**src/stoim_defs.svh**
```systemverilog
// timing constants and reset values for the torque-off input monitor
// assumes a 100 MHz mclk; counts are derived from printed times
`ifndef STOIM_DEFS_SVH
`define STOIM_DEFS_SVH

`define STOIM_CLK_MHZ 100
`define STOIM_IGNORE_US 2000
`define STOIM_FILTER_US 6000
`define STOIM_MISMATCH_MIN_MS 1600
`define STOIM_MISMATCH_MAX_MS 3000
// threshold sits between the two detection times
`define STOIM_MISMATCH_MS 2300
`define STOIM_IGNORE_CYC (`STOIM_IGNORE_US * `STOIM_CLK_MHZ)
`define STOIM_FILTER_CYC (`STOIM_FILTER_US * `STOIM_CLK_MHZ)
`define STOIM_MISMATCH_CYC (`STOIM_MISMATCH_MS * 1000 * `STOIM_CLK_MHZ)
`define STOIM_RST_LEVEL 1'h0

`endif

```
**src/stoim_pkg.sv**
```systemverilog
// types shared by the torque-off input monitor
// assumes nothing beyond the header of constants
package stoim_pkg;
    typedef enum logic [3:0] {
        STOIM_SAFE = 4'h1,
        STOIM_RUN_OK = 4'h2,
        STOIM_DISAGREE = 4'h4,
        STOIM_FAULT = 4'h8
    } stoim_state_t;
endpackage

```
**src/stoim_chan_filter.sv**
```systemverilog
// one request channel: synchroniser and low-going filter
// assumes an asynchronous pin on input; output stays on mclk
`timescale 1ns/100ps
`include "stoim_defs.svh"

module stoim_chan_filter #(
    parameter int FILTER_CYC = `STOIM_FILTER_CYC
) (
    input wire logic mclk,
    input wire logic nrst,
    input wire logic pin,
    output logic level
);
    // ------------------------------------------------------------
    // synchroniser and filter
    // ------------------------------------------------------------
    logic sync1_reg;
    logic sync2_reg;
    logic [31:0] low_cnt_reg;

    initial begin
        if (FILTER_CYC < 2) $error("filter too short");
    end

    always_ff @(posedge mclk or negedge nrst) begin
        if (!nrst) begin
            sync1_reg <= `STOIM_RST_LEVEL;
            sync2_reg <= `STOIM_RST_LEVEL;
        end else begin
            sync1_reg <= pin;
            sync2_reg <= sync1_reg;
        end
    end

    // high passes at once; low must persist, so short test pulses vanish
    always_ff @(posedge mclk or negedge nrst) begin
        if (!nrst) begin
            low_cnt_reg <= 32'h0;
            level <= 1'b0;
        end else if (sync2_reg) begin
            low_cnt_reg <= 32'h0;
            level <= 1'b1;
        end else if (low_cnt_reg >= 32'(FILTER_CYC - 1)) begin
            level <= 1'b0;
        end else begin
            low_cnt_reg <= low_cnt_reg + 32'h1;
        end
    end
endmodule // stoim_chan_filter

```
**src/stoim_monitor.sv**
```systemverilog
// dual-channel torque-off input monitor, top level
// assumes asynchronous request pins and same-clock firmware strobes
//
// Summary of operation
// - both channels low: tripped, no start, safe indicator on
// - both channels high: drive may run, safe indicator off
// - channels differ: tripped, no start, indicator off
// - mismatch up to 1.6 s gives no fault; agreement restores normal use
// - mismatch beyond 3.0 s always gives a fault
// - timeout enters fault without further input change
// - fault latches, trips, blocks start, indicator off until nrst reset
// - low test pulses under 2 ms cause nothing
// - a channel counts as low only after 6 ms continuous low
// - trip display pulses on blocked start, drop while running, fault
// - history entry on start while active or activation while running
// - no history entry when activated while not running
`timescale 1ns/100ps
`include "stoim_defs.svh"

module stoim_monitor #(
    parameter int FILTER_CYC = `STOIM_FILTER_CYC,
    parameter int IGNORE_CYC = `STOIM_IGNORE_CYC,
    parameter int MISMATCH_CYC = `STOIM_MISMATCH_CYC,
    parameter int MISMATCH_MIN_MS = `STOIM_MISMATCH_MIN_MS,
    parameter int MISMATCH_MAX_MS = `STOIM_MISMATCH_MAX_MS
) (
    input wire logic mclk,
    input wire logic nrst,
    input wire logic request_channel_a,
    input wire logic request_channel_b,
    input wire logic start_cmd,
    input wire logic drive_running,
    input wire logic circuit_fault,
    output logic safe_state_indicator,
    output logic run_permit,
    output logic start_block,
    output logic fault_latched,
    output stoim_pkg::stoim_state_t state_out,
    output logic trip_display_evt,
    output logic trip_history_evt
);
    import stoim_pkg::*;

    // ------------------------------------------------------------
    // parameter checks
    // ------------------------------------------------------------
    initial begin
        if (FILTER_CYC <= IGNORE_CYC) $error("filter must exceed ignore width");
        if (MISMATCH_CYC < 64'(MISMATCH_MIN_MS) * 64'(`STOIM_CLK_MHZ) * 64'd1000)
            $error("mismatch threshold below minimum");
        if (MISMATCH_CYC > 64'(MISMATCH_MAX_MS) * 64'(`STOIM_CLK_MHZ) * 64'd1000)
            $error("mismatch threshold above maximum");
    end

    // ------------------------------------------------------------
    // channel filtering
    // ------------------------------------------------------------
    logic chan_a;
    logic chan_b;

    stoim_chan_filter #(.FILTER_CYC(FILTER_CYC)) u_filt_a (
        .mclk(mclk),
        .nrst(nrst),
        .pin(request_channel_a),
        .level(chan_a)
    );

    stoim_chan_filter #(.FILTER_CYC(FILTER_CYC)) u_filt_b (
        .mclk(mclk),
        .nrst(nrst),
        .pin(request_channel_b),
        .level(chan_b)
    );

    // ------------------------------------------------------------
    // firmware inputs: same clock, taken directly
    // ------------------------------------------------------------
    logic circuit_fault_seen;
    assign circuit_fault_seen = circuit_fault;

    // ------------------------------------------------------------
    // mismatch timer
    // ------------------------------------------------------------
    logic [31:0] mis_cnt_reg;
    logic mis_expired;

    assign mis_expired = (mis_cnt_reg >= 32'(MISMATCH_CYC - 1)) && (chan_a != chan_b);

    always_ff @(posedge mclk or negedge nrst) begin
        if (!nrst) begin
            mis_cnt_reg <= 32'h0;
        end else if (chan_a == chan_b) begin
            mis_cnt_reg <= 32'h0;
        end else if (!mis_expired) begin
            mis_cnt_reg <= mis_cnt_reg + 32'h1;
        end
    end

    // ------------------------------------------------------------
    // state machine
    // ------------------------------------------------------------
    stoim_state_t state_reg;
    stoim_state_t state_next;

    always_comb begin
        state_next = state_reg;
        unique case (state_reg)
            STOIM_FAULT: begin
                state_next = STOIM_FAULT;
            end
            default: begin
                if (mis_expired || circuit_fault_seen) begin
                    state_next = STOIM_FAULT;
                end else if (chan_a && chan_b) begin
                    state_next = STOIM_RUN_OK;
                end else if (!chan_a && !chan_b) begin
                    state_next = STOIM_SAFE;
                end else begin
                    state_next = STOIM_DISAGREE;
                end
            end
        endcase
    end

    // reset starts in safe, so nothing runs before channels are re-read
    always_ff @(posedge mclk or negedge nrst) begin
        if (!nrst) begin
            state_reg <= STOIM_SAFE;
        end else begin
            state_reg <= state_next;
        end
    end

    // ------------------------------------------------------------
    // outputs
    // ------------------------------------------------------------
    always_ff @(posedge mclk or negedge nrst) begin
        if (!nrst) begin
            safe_state_indicator <= 1'b0;
            run_permit <= 1'b0;
            start_block <= 1'b1;
            fault_latched <= 1'b0;
            state_out <= STOIM_SAFE;
        end else begin
            safe_state_indicator <= (state_next == STOIM_SAFE);
            run_permit <= (state_next == STOIM_RUN_OK);
            start_block <= (state_next != STOIM_RUN_OK);
            fault_latched <= (state_next == STOIM_FAULT);
            state_out <= state_next;
        end
    end

    // ------------------------------------------------------------
    // trip events
    // ------------------------------------------------------------
    logic torque_off;
    logic prev_torque_off_reg;
    logic prev_fault_reg;
    logic blocked_start;
    logic drop_running;
    logic new_fault;

    // torque is off whenever state_reg is not STOIM_RUN_OK, one cycle after a filtered channel goes low, or with fault latched
    assign torque_off = (state_reg != STOIM_RUN_OK);
    assign blocked_start = start_cmd && torque_off;
    assign drop_running = drive_running && torque_off && !prev_torque_off_reg;
    assign new_fault = (state_reg == STOIM_FAULT) && !prev_fault_reg;

    always_ff @(posedge mclk or negedge nrst) begin
        if (!nrst) begin
            prev_torque_off_reg <= 1'b1;
            prev_fault_reg <= 1'b0;
        end else begin
            prev_torque_off_reg <= torque_off;
            prev_fault_reg <= (state_reg == STOIM_FAULT);
        end
    end

    always_ff @(posedge mclk or negedge nrst) begin
        if (!nrst) begin
            trip_display_evt <= 1'b0;
            trip_history_evt <= 1'b0;
        end else begin
            trip_display_evt <= blocked_start || drop_running || new_fault;
            // idle activation logs nothing: drive_running gates it
            trip_history_evt <= blocked_start || drop_running;
        end
    end
endmodule // stoim_monitor

```
**config.mk**
```make
export PLATFORM = sky130hd
export DESIGN_NAME = stoim_monitor
export DESIGN_NICKNAME = d
export VERILOG_FILES = /design/src/stoim_pkg.sv /design/src/stoim_chan_filter.sv /design/src/stoim_monitor.sv
export VERILOG_INCLUDE_DIRS = /design/src
export SDC_FILE = /design/constraint.sdc
export NUM_CORES = 1
export LEC_CHECK = 0
export BUFFER_PORTS_ARGS = -buffer_cell sky130_fd_sc_hd__buf_4
export CORE_UTILIZATION = 42
export DETAILED_ROUTE_END_ITERATION = 10
export SLEW_MARGIN = 20
export SYNTH_ARGS = -nofsm -noshare
export SYNTH_HDL_FRONTEND = slang
export SYNTH_SLANG_ARGS = --single-unit
```
**constraint.sdc**
```tcl
create_clock -name mclk -period 2.7 [get_ports mclk]
set_input_delay 0 -clock mclk [delete_from_list [all_inputs] [get_ports mclk]]
set_output_delay 0 -clock mclk [all_outputs]
set_load 0.05 [all_outputs]
```
==> results.cfg <==
[outcome]
status = finished clean

[die]
num_rows = 41
start_util = 0.434
coreArea_um2 = 12700
ios = 17
dieHeight_um = 117
die_w_um = 117
dieArea_um2 = 13600

[worst_setup_path]
crit_type = register to register
startpoint_type = register
worstPathCellList = nor4_1, o211a_1, o32ai_4, buf_4, or4_2, a21oi_1
arrival_ps = 2770
rr_endpoint = mis_cnt_reg[21]
required_ps = 3020
worstSetupEndpointType = register
critical_path.top_delay_family = simple AND/OR/NAND/NOR gates
worstReg2RegStart = mis_cnt_reg[14]
r2r_cells = 6
rrSetupSlack_ps = 250
path_buf_inv = 1
cpMaxStageDelayCell = or4_2
max_stage_delay_ps = 650
crit_path_max_fanout = 19

[cells_and_area]
nFillCells = 1182
final_cell_area_um2 = 6550
final_cells = 750
nets = 577
drive_gt1_frac = 0.157
diodes = 0
final_core_util = 0.515
syn2layout_area_growth_pct = 18.8

[placed_design]
placed_area_um2 = 5820
dp_slack_ps = 276
numPortBuffers = 16
dp_cells = 712
place.gp.congestion = 0.839
dp_hpwl_um = 7020

[routing]
drc = 0
drt_iter0_markers = 348
via_per_inst = 5.57
drt-total-wl_um = 10800
dr.pass1.iters = 4
num_vias = 4179
postRouteAntennaNets = 0
post_drt_wl_per_cell_um = 14.4

[sta]
fin_worst_skew_ps = 7.03
tns_ps = 0
fin_crit_sh = 0.908
tightest_slew_ps = 867
hold_viol = 0
setup_viol = 0
slew_viol_final = 0
rsz0062_at_grt = false
fmax_mhz = 408
setup_ws_ps = 250
post-route-min-period_ps = 2450
slew_headroom = 0.421

[logic_synthesis]
syn_avg_cell_area_um2 = 10.3
netlist-cell-type-count = 59
synth-main-ff-cell = dfrtp_1
synthArstFlopShare = 1.00
synth-seq-area-share = 0.518
synth_edf_count = 0
synth_cells = 534
syn_nets = 546
synth_area_um2 = 5520
ys_ff_latch = 114
ys.warnings.count = 0

[worst_hold_path]
hp-class = input port to register
worstHoldStart = drive_running
holdPathEnd = trip_display_evt
min_path_cells = 4

[clock_network]
cts_setup_buffers = 0
cts_tree = built
htree_levels = 4
clkLatencyLatePin_ps = 410
ctsHoldBuffers = 6
clock_sinks = 114
cts_root_buffer = clkbuf_16
clock_path_buffers = 2
numCtsBuffers = 17
cts_resized = 0
cts.clk_slew.worst_paths_ps = 50

[global_route]
grt.overflow.total = 0
grt_pass1_wl_um = 19100
grt_max_degree = 64
grt_pass1_vias = 4128
grtUsageTotal = 0.180
grt_antenna_before_repair = 0

[pwr]
p_per_area_nw_per_um2 = 683
max-vdd-ir-drop_v = 0.000489
p_leak_nw = 2.59

[run]
maxCapViolCount = 0
==> Yosys cell counts (6+ instances only) <==
library cell / number / area share
nor3_1: 8 / 0.0073
nor4_1: 14 / 0.016
inv_1: 20 / 0.014
xnor2_1: 18 / 0.029
or4_1: 22 / 0.030
nand3_1: 27 / 0.024
nand4_1: 16 / 0.018
o21ai_0: 11 / 0.010
nor2b_1: 26 / 0.029
a211oi_1: 10 / 0.014
nor2_1: 31 / 0.021
nand2_1: 24 / 0.016
dfrtp_1: 111 / 0.50
clkbuf_1: 18 / 0.012
or3_1: 12 / 0.014
a21oi_1: 43 / 0.039
and2_1: 8 / 0.0091
and3_1: 7 / 0.0079
o31ai_1: 24 / 0.033
nand2b_1: 6 / 0.0068
==> power breakdown <==
part	switching, mW	leakage, nW	internal (mW)
combinational	0.109	0.728	0.0505
clock	0.795	0.325	1.76
sequential	0.0201	1.54	1.74
total	0.925	2.59	3.55
==> worst max-delay path by stage <==
stage	start	end	slack, ps	cells past startpoint
after floorplan	mis_cnt_reg[22]	mis_cnt_reg[27]	360	8
after global placement	mis_cnt_reg[12]	mis_cnt_reg[21]	360	6
after detailed placement	mis_cnt_reg[14]	mis_cnt_reg[21]	280	6
after CTS	mis_cnt_reg[14]	mis_cnt_reg[21]	260	6
after global routing	mis_cnt_reg[14]	mis_cnt_reg[9]	120	6
final	mis_cnt_reg[14]	mis_cnt_reg[21]	250	6
==> routing by layer <==
layer / track usage / up-vias / routed length, um / part of all wire
met5: 0 / - / 0 / 0
met4: 0.0692 / 0 / 91 / 0.0084
met3: 0.0529 / 9 / 388 / 0.036
met2: 0.285 / 76 / 4970 / 0.46
met1: 0.233 / 2043 / 5330 / 0.49
li1: - / 2051 / - / -
==> placed cells by master (no fill, tap or decap), types with 8 or more instances in the layout <==
master / Yosys / layout
a211oi_1: 10 / 10
a21oi_1: 43 / 43
and2_1: 8 / 8
buf_4: 0 / 30
clkbuf_16: 0 / 17
dfrtp_1: 111 / 110
inv_1: 20 / 20
nand2_1: 24 / 24
nand3_1: 27 / 27
nand4_1: 16 / 16
nor2_1: 31 / 31
nor2b_1: 26 / 26
nor3_1: 8 / 8
nor4_1: 14 / 14
o21ai_0: 11 / 11
o31ai_1: 24 / 24
or3_1: 12 / 12
or4_1: 22 / 22
xnor2_1: 18 / 18
==> final cells by class <==
cell class                 count  area, um2  share of cell area
tap                          172        215              0.0328
clock inverter                12        228              0.0348
clock buffer                  20        447              0.0682
sequential                   114       2860               0.436
multi-input combinational    376       2440               0.373
inverter                      20       75.1              0.0115
timing repair buffer          36        285              0.0435
==> kinds of logic (layout without fill, tap and decap cells) <==
kind of cell / count (synthesis) / in the layout / synth area share
AND/OR/NAND/NOR: 228 / 228 / 0.243
AO/OA/AOI/OAI: 118 / 118 / 0.146
flip-flops: 114 / 114 / 0.518
buffers and inverters: 44 / 88 / 0.0392
XOR/XNOR: 20 / 20 / 0.0331
adder cells (fa/ha/maj): 5 / 5 / 0.0113
multiplexers: 5 / 5 / 0.00930
==> worst register-to-register path: cells and delay by family (launching register included) <==
family | cells | cell delay [ps]
AOI/OAI and AO/OA | 3 | 560
buffers and inverters | 1 | 210
DFF | 1 | 410
and+or+nand+nor | 2 | 1180
==> per-stage QoR <==
stage	power (mW)	hold WS, ps
global placement	1.94	110
detailed placement	1.94	111
finish	4.47	68.0
floorplan	1.87	-296
global route	4.62	88.7
CTS	4.53	66.4
Note: power is estimated with default switching activity, not from simulation.
